## config.mk

```make
export PLATFORM = sky130hd
export DESIGN_NAME = supply_output_protection_control
export DESIGN_NICKNAME = d
export VERILOG_FILES = /design/src/supply_prot_pkg.sv /design/src/oc_trip_timer.sv /design/src/supply_output_protection_control.sv
export SDC_FILE = /design/constraint.sdc
export NUM_CORES = 1
export LEC_CHECK = 0
export BUFFER_PORTS_ARGS = -buffer_cell sky130_fd_sc_hd__buf_2
export CORE_MARGIN = 1.5
export CORE_UTILIZATION = 35
export CTS_CLUSTER_DIAMETER = 200
export DETAILED_ROUTE_END_ITERATION = 6
export GPL_ROUTABILITY_DRIVEN = 0
export PLACE_DENSITY = 0.56
export SETUP_SLACK_MARGIN = 0.02
export SYNTH_ARGS = -nofsm -noshare
export SYNTH_HDL_FRONTEND = slang
export SYNTH_SLANG_ARGS = --single-unit
```

## constraint.sdc

```tcl
create_clock -name pclk -period 2.25 [get_ports pclk]
set_input_delay 0.1125 -clock pclk [delete_from_list [all_inputs] [get_ports pclk]]
set_output_delay 0.1125 -clock pclk [all_outputs]
set_load 0.02 [all_outputs]
```

## src/supply_prot_pkg.sv

```systemverilog
// Shared constants for the supply output protection controller.
// Summary of operation
// Hold constant voltage, current or power priority and read back the selection.
// Fault clear command resets the latched faults that forced the output off.
// Overvoltage, overcurrent, overpower, overtemperature, mains faults always latch.
// Clear succeeds only when every fault cause is gone; host removes causes first.
// After a clear the output returns to its on or off state before the fault.
// Fire command triggers only while armed; host checks the waiting flag.
// Trigger after single initiate applies triggered values and clears waiting flag.
// With continuous initiation the system re-arms after each trigger, waiting set.
// Only the bus trigger source exists and status always reports it.
// Current setpoint accepts zero to 105 percent of rated current.
// Setpoint readback returns the programmed output current.
// Fixed mode: immediate setpoint drives output; step mode: only triggered value.
// Trip delay 0.05 to 65.535 s; trip waits that delay before acting.
// Delay readback returns the programmed trip delay.
// Threshold accepts up to 110 percent of rated; readback returns it.
// Minimum threshold keyword gives 10 percent of rated current.
// Instrument reset sets the threshold to its maximum value.
// Remotely programmed threshold stays in force in local operation.
// Guard enabled: output switches off when current exceeds the threshold.
// Guard enable is a single bit reading 1 enabled, 0 disabled.
// Output enable bit turns the output on or off and reads back.
// Delay timer restarts whenever current falls back, trips only on expiry.
// Out of range setpoint or threshold writes are rejected, value kept.
package supply_prot_pkg;
    localparam logic [7:0] ADDR_CTRL = 8'h00;
    localparam logic [7:0] ADDR_CMD = 8'h04;
    localparam logic [7:0] ADDR_AMP_SET = 8'h08;
    localparam logic [7:0] ADDR_TRIG_AMP = 8'h0c;
    localparam logic [7:0] ADDR_TRIG_VOLT = 8'h10;
    localparam logic [7:0] ADDR_OC_THRESH = 8'h14;
    localparam logic [7:0] ADDR_OC_DELAY = 8'h18;
    localparam logic [7:0] ADDR_STATUS = 8'h1c;
    localparam logic [7:0] ADDR_OUT_AMP = 8'h20;
    localparam logic [7:0] ADDR_OUT_VOLT = 8'h24;
    // Control register fields.
    localparam int CTRL_ENABLE = 0;
    localparam int CTRL_PRIO_LO = 1;
    localparam int CTRL_GUARD = 3;
    localparam int CTRL_STEP = 4;
    localparam int CTRL_CONT = 5;
    // Command register bits, each a write-one pulse.
    localparam int CMD_CLEAR = 0;
    localparam int CMD_INIT = 1;
    localparam int CMD_FIRE = 2;
    localparam int CMD_RESET = 3;
    localparam int CMD_THR_MIN = 4;
    // Status fields.
    localparam int ST_ON = 0;
    localparam int ST_WAIT = 1;
    localparam int ST_FAULT_LO = 2;
    localparam int ST_SRC_BUS = 7;
    localparam int NUM_FAULTS = 5;
    localparam int F_OV = 0;
    localparam int F_OC = 1;
    localparam int F_OP = 2;
    localparam int F_OT = 3;
    localparam int F_AC = 4;
    typedef enum logic [1:0] {
        constant_voltage_priority = 2'b00,
        constant_current_priority = 2'b01,
        constant_power_priority = 2'b10
    } priority_mode_select_t;
    localparam int AMP_SET_PCT = 105;
    localparam int THR_MAX_PCT = 110;
    localparam int THR_MIN_PCT = 10;
    localparam int PCT_BASE = 100;
    localparam int DELAY_MIN_MS = 50;
    localparam int DELAY_MAX_MS = 65535;
    localparam int CLK_MHZ = 250;
    localparam int MS_PER_S = 1000;
    localparam int CYC_PER_MS = CLK_MHZ * 1000;
endpackage : supply_prot_pkg

```

## src/oc_trip_timer.sv

```systemverilog
// Overcurrent trip delay timer counting whole milliseconds.
`timescale 1ns/10ps
module oc_trip_timer #(
    parameter int CYC_PER_MS = 250000
) (
    input wire logic pclk,
    input wire logic presetn,
    input wire logic over,
    input wire logic [15:0] delay_ms,
    output logic trip
);
    logic [17:0] pre_q;
    logic [15:0] ms_q;
    logic tick;

    assign tick = (pre_q == 18'(CYC_PER_MS - 1));

    // Any dip below threshold restarts the full delay so brief spikes never trip.
    always_ff @(posedge pclk or negedge presetn) begin
        if (!presetn) begin
            pre_q <= 18'h0;
        end else if (!over || tick) begin
            pre_q <= 18'h0;
        end else begin
            pre_q <= pre_q + 18'h1;
        end
    end

    always_ff @(posedge pclk or negedge presetn) begin
        if (!presetn) begin
            ms_q <= 16'h0;
        end else if (!over) begin
            ms_q <= 16'h0;
        end else if (tick && ms_q != delay_ms) begin
            ms_q <= ms_q + 16'h1;
        end
    end

    assign trip = over && (ms_q == delay_ms);
endmodule : oc_trip_timer

```

## src/supply_output_protection_control.sv

```systemverilog
// Protection, trigger and setpoint control with an APB register file.
//
// The register offsets and register access over APB were left to the implementer.
`timescale 1ns/10ps
module supply_output_protection_control
    import supply_prot_pkg::*;
#(
    parameter logic [15:0] RATED_AMP = 16'd1000,
    parameter int CYC_MS = supply_prot_pkg::CYC_PER_MS
) (
    input wire logic pclk,
    input wire logic presetn,
    input wire logic psel,
    input wire logic penable,
    input wire logic pwrite,
    input wire logic [7:0] paddr,
    input wire logic [31:0] pwdata,
    output logic [31:0] prdata,
    output logic pready,
    output logic pslverr,
    input wire logic ov_cond,
    input wire logic op_cond,
    input wire logic ot_cond,
    input wire logic ac_fail_cond,
    input wire logic [15:0] meas_amp,
    output logic supply_on,
    output logic [1:0] priority_mode,
    output logic [15:0] amp_program,
    output logic [15:0] volt_program
);
    import supply_prot_pkg::*;

    localparam logic [15:0] AMP_MAX = 16'((32'(RATED_AMP) * AMP_SET_PCT) / PCT_BASE);
    localparam logic [15:0] THR_MAX = 16'((32'(RATED_AMP) * THR_MAX_PCT) / PCT_BASE);
    localparam logic [15:0] THR_MIN = 16'((32'(RATED_AMP) * THR_MIN_PCT) / PCT_BASE);

    logic [3:0] s1_q, s2_q;
    logic en_q, guard_q, step_q, cont_q, wait_q;
    priority_mode_select_t prio_q;
    logic [15:0] amp_set_q, trig_amp_q, trig_volt_q, thr_q, dly_q;
    logic [15:0] amp_out_q, volt_out_q;
    logic [NUM_FAULTS-1:0] fault_q, cause;
    logic wr, rd_setup, trip, over, clear_ok, fire;
    logic val_ok;
    logic [15:0] wv;
    logic [31:0] rdata;

    // Fault inputs come from the power stage, outside this clock domain.
    always_ff @(posedge pclk or negedge presetn) begin
        if (!presetn) begin
            s1_q <= 4'h0;
            s2_q <= 4'h0;
        end else begin
            s1_q <= {ac_fail_cond, ot_cond, op_cond, ov_cond};
            s2_q <= s1_q;
        end
    end

    assign wr = psel && penable && pready && pwrite;
    assign rd_setup = psel && !penable;
    assign wv = pwdata[15:0];
    assign over = guard_q && (meas_amp > thr_q);
    assign cause = {s2_q[3], s2_q[2], s2_q[1], over, s2_q[0]};
    assign clear_ok = (cause == '0);
    assign fire = wr && paddr == ADDR_CMD && pwdata[CMD_FIRE] && wait_q;

    oc_trip_timer #(
        .CYC_PER_MS(CYC_MS)
    ) u_timer (
        .pclk(pclk),
        .presetn(presetn),
        .over(over),
        .delay_ms(dly_q),
        .trip(trip)
    );

    always_comb begin
        val_ok = 1'b1;
        case (paddr)
            ADDR_AMP_SET, ADDR_TRIG_AMP: val_ok = (wv <= AMP_MAX);
            ADDR_OC_THRESH: val_ok = (wv <= THR_MAX);
            ADDR_OC_DELAY: val_ok = (wv >= 16'(DELAY_MIN_MS));
            ADDR_CTRL: val_ok = (wv[CTRL_PRIO_LO+:2] != 2'b11);
            default: val_ok = 1'b1;
        endcase
    end

    // Registers answer in the first access cycle, so every transfer has one access cycle.
    always_ff @(posedge pclk or negedge presetn) begin
        if (!presetn) begin
            pready <= 1'b0;
        end else begin
            pready <= rd_setup;
        end
    end

    always_ff @(posedge pclk or negedge presetn) begin
        if (!presetn) begin
            pslverr <= 1'b0;
        end else if (rd_setup) begin
            pslverr <= (paddr > ADDR_OUT_VOLT) || (paddr[1:0] != 2'b00) ||
                       (pwrite && !val_ok);
        end else begin
            pslverr <= 1'b0;
        end
    end

    always_comb begin
        rdata = 32'h0;
        case (paddr)
            ADDR_CTRL: rdata = {26'h0, cont_q, step_q, guard_q, prio_q, en_q};
            ADDR_AMP_SET: rdata = {16'h0, amp_set_q};
            ADDR_TRIG_AMP: rdata = {16'h0, trig_amp_q};
            ADDR_TRIG_VOLT: rdata = {16'h0, trig_volt_q};
            ADDR_OC_THRESH: rdata = {16'h0, thr_q};
            ADDR_OC_DELAY: rdata = {16'h0, dly_q};
            ADDR_STATUS: rdata = {24'h0, 1'b1, fault_q, wait_q, supply_on};
            ADDR_OUT_AMP: rdata = {16'h0, amp_out_q};
            ADDR_OUT_VOLT: rdata = {16'h0, volt_out_q};
            default: rdata = 32'h0;
        endcase
    end

    always_ff @(posedge pclk or negedge presetn) begin
        if (!presetn) begin
            prdata <= 32'h0;
        end else if (rd_setup && !pwrite) begin
            prdata <= rdata;
        end
    end

    // The enable bit keeps its value through a fault; that is what restores the output.
    always_ff @(posedge pclk or negedge presetn) begin
        if (!presetn) begin
            en_q <= 1'b0;
            guard_q <= 1'b0;
            step_q <= 1'b0;
            cont_q <= 1'b0;
            prio_q <= constant_voltage_priority;
        end else if (wr && paddr == ADDR_CTRL && val_ok) begin
            en_q <= pwdata[CTRL_ENABLE];
            prio_q <= priority_mode_select_t'(pwdata[CTRL_PRIO_LO+:2]);
            guard_q <= pwdata[CTRL_GUARD];
            step_q <= pwdata[CTRL_STEP];
            cont_q <= pwdata[CTRL_CONT];
        end
    end

    always_ff @(posedge pclk or negedge presetn) begin
        if (!presetn) begin
            amp_set_q <= 16'h0;
            trig_amp_q <= 16'h0;
            trig_volt_q <= 16'h0;
            dly_q <= 16'(DELAY_MIN_MS);
        end else if (wr && val_ok) begin
            if (paddr == ADDR_AMP_SET) begin
                amp_set_q <= wv;
            end
            if (paddr == ADDR_TRIG_AMP) begin
                trig_amp_q <= wv;
            end
            if (paddr == ADDR_TRIG_VOLT) begin
                trig_volt_q <= wv;
            end
            if (paddr == ADDR_OC_DELAY) begin
                dly_q <= wv;
            end
        end
    end

    // Held across local operation; only bus writes and resets touch it.
    always_ff @(posedge pclk or negedge presetn) begin
        if (!presetn) begin
            thr_q <= THR_MAX;
        end else if (wr && paddr == ADDR_CMD && pwdata[CMD_RESET]) begin
            thr_q <= THR_MAX;
        end else if (wr && paddr == ADDR_CMD && pwdata[CMD_THR_MIN]) begin
            thr_q <= THR_MIN;
        end else if (wr && paddr == ADDR_OC_THRESH && val_ok) begin
            thr_q <= wv;
        end
    end

    // A fault that arrives with the clear stays latched.
    always_ff @(posedge pclk or negedge presetn) begin
        if (!presetn) begin
            fault_q <= '0;
        end else begin
            if (wr && paddr == ADDR_CMD && pwdata[CMD_CLEAR] && clear_ok) begin
                fault_q <= '0;
            end
            if (s2_q[0]) fault_q[F_OV] <= 1'b1;
            if (trip) fault_q[F_OC] <= 1'b1;
            if (s2_q[1]) fault_q[F_OP] <= 1'b1;
            if (s2_q[2]) fault_q[F_OT] <= 1'b1;
            if (s2_q[3]) fault_q[F_AC] <= 1'b1;
        end
    end

    always_ff @(posedge pclk or negedge presetn) begin
        if (!presetn) begin
            wait_q <= 1'b0;
        end else if (fire) begin
            wait_q <= cont_q;
        end else if ((wr && paddr == ADDR_CMD && pwdata[CMD_INIT]) || cont_q) begin
            wait_q <= 1'b1;
        end
    end

    always_ff @(posedge pclk or negedge presetn) begin
        if (!presetn) begin
            amp_out_q <= 16'h0;
            volt_out_q <= 16'h0;
        end else if (fire) begin
            volt_out_q <= trig_volt_q;
            if (step_q) amp_out_q <= trig_amp_q;
        end else if (!step_q) begin
            amp_out_q <= amp_set_q;
        end
    end

    always_ff @(posedge pclk or negedge presetn) begin
        if (!presetn) begin
            supply_on <= 1'b0;
            priority_mode <= 2'b00;
            amp_program <= 16'h0;
            volt_program <= 16'h0;
        end else begin
            supply_on <= en_q && (fault_q == '0) && !trip;
            priority_mode <= prio_q;
            amp_program <= amp_out_q;
            volt_program <= volt_out_q;
        end
    end
endmodule : supply_output_protection_control

```

## After elaboration in Yosys (flattened, before gate mapping)

Index checks and enable logic that the tools add are counted.

| storage, ports and cells | value |
|---|---|
| flip-flop bits (word level) | 235 |
| input port bits | 65 |
| output and inout port bits | 69 |
| logic and storage cells | 122 |

| operators by class | value |
|---|---|
| add/subtract/negate cells | 2 |
| magnitude comparators | 5 |
| equal/unequal tests | 16 |
| multiplexer cells | 20 |
| reduce and logical (&&, ||, !) cells | 50 |

Operator list:

| kind | count |
|---|---|
| $pmux 16 s9 | 1 |
| $mux 16 | 8 |
| $eq 8x5->1 const B | 4 |
| $le 16x11->1 const B | 2 |
| $logic_and 1x1->1 | 24 |
| $add 18x1->18 const B | 1 |
| $eq 18x18->1 const B | 1 |
| $mux 18 | 1 |
| $add 16x1->16 const B | 1 |
| $eq 16x16->1 | 1 |
| $eq 8x4->1 const B | 2 |
| $eq 8x6->1 const B | 2 |
| $ge 16x6->1 const B | 1 |
| $gt 16x16->1 | 1 |
| $ne 16x16->1 | 1 |
| $reduce_bool 2->1 | 7 |
| $logic_not 5->1 | 2 |
| $reduce_and 2->1 | 5 |
| $eq 8x3->1 const B | 1 |
| $gt 8x6->1 const B | 1 |
| $logic_not 8->1 | 1 |
| $mux 1 | 8 |
| $ne 2x2->1 const B | 3 |
| $logic_not 1->1 | 5 |
| other kinds (6) | 9 |

## Depth between registers and ports, before layout

| depth | value |
|---|---|
| depth after elaboration | 8 |
| mapped depth | 11 |
| mapped depth without buffers | 9 |

## By module

A second synthesis with hierarchy kept.

| unflattened totals | value |
|---|---|
| cells, all modules | 947 |
| area total of the unflattened synthesis | 10283.6 um2 |

Modules (own cells, without submodules):

| module | times used | cells each | area each (um2) | sequential area each (um2) |
|---|---|---|---|---|
| supply_output_protection_control | 1 | 732 | 8314.2 | 4638.2 |
| oc_trip_timer | 1 | 215 | 1969.4 | 850.8 |

## Worst setup path before layout

Ideal clock, no wire load.

| path | value |
|---|---|
| path kind | reg-to-reg |
| start | reg thr_q[6] |
| end | reg u_timer.pre_q[10] |
| data arrival time | 2.240 ns |
| data required time | 2.118 ns |
| path slack | -0.122 ns |
| cell stages (with the launch flop) | 12 |
| clock period less this slack | 2.372 ns |
| path through | dfstp_2 > inv_1 > ha_1 > and2_1 > a221o_1 > nand2_1 > o211ai_1 > o211a_1 > nand2b_1 > clkbuf_1 > clkbuf_1 > nor2_1 |

| between the ends | value |
|---|---|
| longest elaborated chain between the ends | 5 |

RTL lines:

| element | RTL line | RTL |
|---|---|---|
| from (decl) | supply_output_protection_control.sv:40 | `logic [15:0] amp_set_q, trig_amp_q, trig_volt_q, thr_q, dly_q;` |
| from (signal assigned) | supply_output_protection_control.sv:180 | `thr_q <= wv;` |
| $gt 16x16->1 | supply_output_protection_control.sv:62 | `assign over = guard_q && (meas_amp > thr_q);` |
| $logic_and 1x1->1 | supply_output_protection_control.sv:62 |  |
| $logic_not 1->1 | oc_trip_timer.sv:22 | `end else if (!over \|\| tick) begin` |
| $logic_or 1x1->1 | oc_trip_timer.sv:22 |  |
| $mux 18 | oc_trip_timer.sv:22 |  |
| to (signal assigned) | oc_trip_timer.sv:25 | `pre_q <= pre_q + 18'h1;` |
| to (decl) | oc_trip_timer.sv:12 | `logic [17:0] pre_q;` |

No other way between the ends.
A chain may end at the register's enable or synchronous reset.

## Final worst setup path

| path | value |
|---|---|
| start | reg thr_q[6] |
| end | reg u_timer.ms_q[9] |

| between the ends | value |
|---|---|
| longest elaborated chain between the ends | 3 |
| elaborated cells on any way between the ends | 4 |
| those cells by class | order compare: 1; eq/ne: 1; mux: 1; reduce/logical: 1 |

RTL lines:

| element | RTL line | RTL |
|---|---|---|
| $gt 16x16->1 * | supply_output_protection_control.sv:62 |  |
| $logic_and 1x1->1 * | supply_output_protection_control.sv:62 |  |
| $ne 2x2->1 (no source line) / $mux 16 (equally long branches) | n/a |  |
| to (signal assigned) | oc_trip_timer.sv:35 | `ms_q <= ms_q + 16'h1;` |
| to (decl) | oc_trip_timer.sv:13 | `logic [15:0] ms_q;` |

Mark *: on every way between the ends. The rest lies on a longest branch, timed or not.

==> flow_metrics.py <==
metrics = {
    "global_routing": {
        "gr-total-overflow": 0,
        "grt_pass1_wl_um": 45400,
        "antenna_found_initial": 2,
        "grt_use_total_pct": 19.2,
        "grt_pass1_vias": 7858,
        "grt_start_max_net_pins": 76,
    },
    "place": {
        "dp_hpwl_um": 21000,
        "placed_area_um2": 11700,
        "port_buffers": 101,
        "dpl.cell_count": 1472,
    },
    "drt": {
        "drtAntennaViolNets": 0,
        "vias": 7906,
        "drc": 0,
        "drt_iter0_markers": 582,
        "wl_per_cell_um": 19.1,
        "drt-vias-per-instance": 5.11,
        "wirelength_um": 29600,
        "dr.pass1.iters": 5,
    },
    "logic_synthesis": {
        "synthCells": 941,
        "synthArstFlopShare_pct": 100,
        "yosys_most_used_dff": "dfrtp_1",
        "syn_avg_cell_area_um2": 10.9,
        "synth-edff-count": 0,
        "syn_area_um2": 10200,
        "ys_warn_count": 0,
        "synth_seq_area_share_pct": 53.8,
        "synth_largest_area_cell": "dfrtp_1",
        "synthDominantCellAreaShare_pct": 52.0,
        "ys_ff_latch": 219,
        "synthTopCellsByArea": "dfrtp_1, mux2_2, nand2_1",
        "synthDistinctLibCells": 70,
    },
    "setup_path": {
        "reg2reg_from": "thr_q[6]",
        "endpoint": "u_timer.ms_q[9]",
        "cp_max_fo": 5,
        "critPathCaptureType": "flip-flop",
        "setup.worst_path.start": "thr_q[6]",
        "critical_path_class": "reg2reg",
        "regToRegSetupSlack_ns": 0.03,
        "cp.required_ns": 2.65,
        "arrival_ns": 2.63,
        "rr_worst_depth": 10,
        "cp-start-kind": "flip-flop",
        "r2r_end": "u_timer.ms_q[9]",
    },
    "power": {
        "ir_drop_mv": 0.544,
        "cellLeakagePower_nw": 6.13,
        "p_per_area_nw_per_um2": 675,
    },
    "timing": {
        "fmax_ghz": 0.450,
        "hold_viol": 0,
        "skew_ns": 0.0225,
        "finalCriticalPeriod_ns": 2.22,
        "maxSlewHeadroom_pct": 45.4,
        "slew_viol_final": 0,
        "tightestPinTransition_ns": 0.817,
        "holdWs_ns": 0.0196,
        "finalCritPeriodShare_pct": 98.9,
        "setup_viol": 0,
        "rsz0062_at_grt": "true",
    },
    "die": {
        "design.die.area_um2": 30200,
        "io_pins": 134,
        "die_h_um": 174,
        "die_x_um": 174,
        "num_rows": 62,
        "core_um2": 28700,
        "initial_utilization_pct": 35.6,
    },
    "layout": {
        "area_growth_pct": 29.1,
        "postLayoutCellArea_um2": 13200,
        "fin_nets": 1226,
        "drive_gt1_share_pct": 34.5,
        "fill_cells": 2755,
        "antennaDiodeCount": 0,
        "fin_cells": 1546,
    },
    "status": {
        "outcome": "complete, no violations",
    },
    "clock_network": {
        "clk_path_buf_depth": 3,
        "numCtsBuffers": 26,
        "insertion_delay_ns": 0.54,
        "cts_root_buf": "clkbuf_16",
        "cts.sinks": 219,
        "cts_tree": "done",
        "htree_levels": 1,
        "clkTransAtPathRegs_ns": 0.06,
    },
    "run": {
        "cap_violations": 0,
    },
    "hold_path": {
        "min_path_type": "in2reg",
    },
}
==> worst min path at each step <==
stage	from	end	cells past startpoint	slack, ns
after floorplan	presetn	amp_out_q[0]	0	-0.18
after global placement	presetn	u_timer.ms_q[15]	1	0.15
final	pwdata[3]	thr_q[10]	4	0.02
after global routing	pwdata[3]	thr_q[10]	4	0.03
after CTS	pwdata[3]	thr_q[10]	4	0.007
after detailed placement	presetn	u_timer.pre_q[7]	1	0.15
==> power by group <==
part | switching [mW] | internal, mW
logic | 0.380 | 0.214
registers | 0.0377 | 4.01
clock network | 1.64 | 2.62
==> cell usage in the layout, fill, tap and decap left out, types with 23 or more instances in the layout <==
master | netlist | final
nor2_1 | 101 | 75
mux2_2 | 65 | 65
nand2_1 | 112 | 110
buf_4 | 19 | 88
inv_1 | 25 | 23
a22oi_1 | 30 | 30
buf_2 | 9 | 100
and2_1 | 25 | 24
xnor2_1 | 34 | 31
clkbuf_16 | 0 | 28
dfrtp_1 | 212 | 211
nor2_2 | 2 | 23
==> state kept, by name (all words and copies together), names as in the netlist, 2 cells and up <==
signal	count
amp_out_q	16
amp_program	16
amp_set_q	16
dly_q	16
fault_q	5
prdata	16
prio_q	2
priority_mode	2
s1_q	4
s2_q	4
thr_q	16
trig_amp_q	16
trig_volt_q	16
u_timer.ms_q	16
u_timer.pre_q	18
volt_out_q	16
volt_program	16
==> routing by layer <==
layer | share of wire, % | track usage, % | up-vias | routed length, um
li1 | - | - | 3699 | -
met1 | 46 | 27.5 | 3960 | 13700
met2 | 47 | 31.2 | 202 | 13900
met3 | 4.9 | 2.89 | 41 | 1450
met4 | 1.6 | 3.77 | 4 | 468
met5 | 0.088 | 0 | - | 26
==> metrics by stage <==
step / util, % / setup slack [ns] / TNS (ns) / total power, mW
after global placement: 40.8 / -0.150 / -5.80 / 4.67
after CTS: 44.6 / 0.00986 / 0 / 8.99
after detailed placement: 40.8 / -0.156 / -7.06 / 4.68
after floorplan: - / -0.0444 / -0.538 / 4.38
after global routing: 45.9 / -0.0563 / -0.655 / 9.24
final: 45.9 / 0.0254 / 0 / 8.90
==> worst max-delay path, cell delays in order (launching register included) <==
cell and delay, ns:
dfstp_2 0.54, inv_2 0.05, ha_4 0.20, and2_4 0.13, a221o_1 0.31, nand2_1 0.07
o211ai_1 0.14, o211ai_1 0.26, buf_6 0.21, clkbuf_16 0.17, nor2_1 0.04
==> cells by family (layout without fill, tap and decap cells) <==
| group | Yosys count | in the layout | synth area share, % |
|---|---|---|---|
| mux | 77 | 77 | 8.83 |
| flops | 219 | 219 | 53.8 |
| compound gates | 156 | 156 | 11.1 |
| buf+inv | 87 | 293 | 4.31 |
| xor+xnor | 45 | 45 | 3.86 |
| simple gates | 338 | 338 | 15.9 |
| fa+ha+maj | 18 | 18 | 2.21 |
| other cells | 1 | 16 | 0.0367 |
==> Yosys cell counts (8+ instances only) <==
library cell and n:
mux2_4 10, buf_2 9, nand4_1 15, inv_1 25, nor3_1 16, a21oi_1 21, a2111oi_0 8, a211oi_1 10
a22oi_1 30, a22o_1 9, dfrtp_1 212, nor4_1 9, clkbuf_1 28, and2_1 25, o21ai_0 12, nand2_1 112
buf_4 19, a31oi_1 19, nor2_1 101, mux2_2 65, xor2_1 11, nand3_1 21, ha_1 18, xnor2_1 34
==> final cells by class <==
cell class / count / area [um2] / area share (%)
Clock buffer: 40 / 783 / 5.94
Clock inverter: 7 / 98.8 / 0.750
Inverter: 25 / 93.8 / 0.712
Multi-Input combinational cell: 650 / 4610 / 35.0
Sequential cell: 219 / 5490 / 41.6
Tap cell: 384 / 480 / 3.64
Timing Repair Buffer: 221 / 1630 / 12.3
==> what timing repair did <==
item	4_1_cts	5_1_grt
cloned	0	4
buffers inserted	0	7
endpoints found under the setup margin	40	94
endpoints found under the hold margin	90	0
pin swaps	6	23
resized for setup	6	64
hold buffers	16	0
Note: power is estimated with default switching activity, not from simulation.
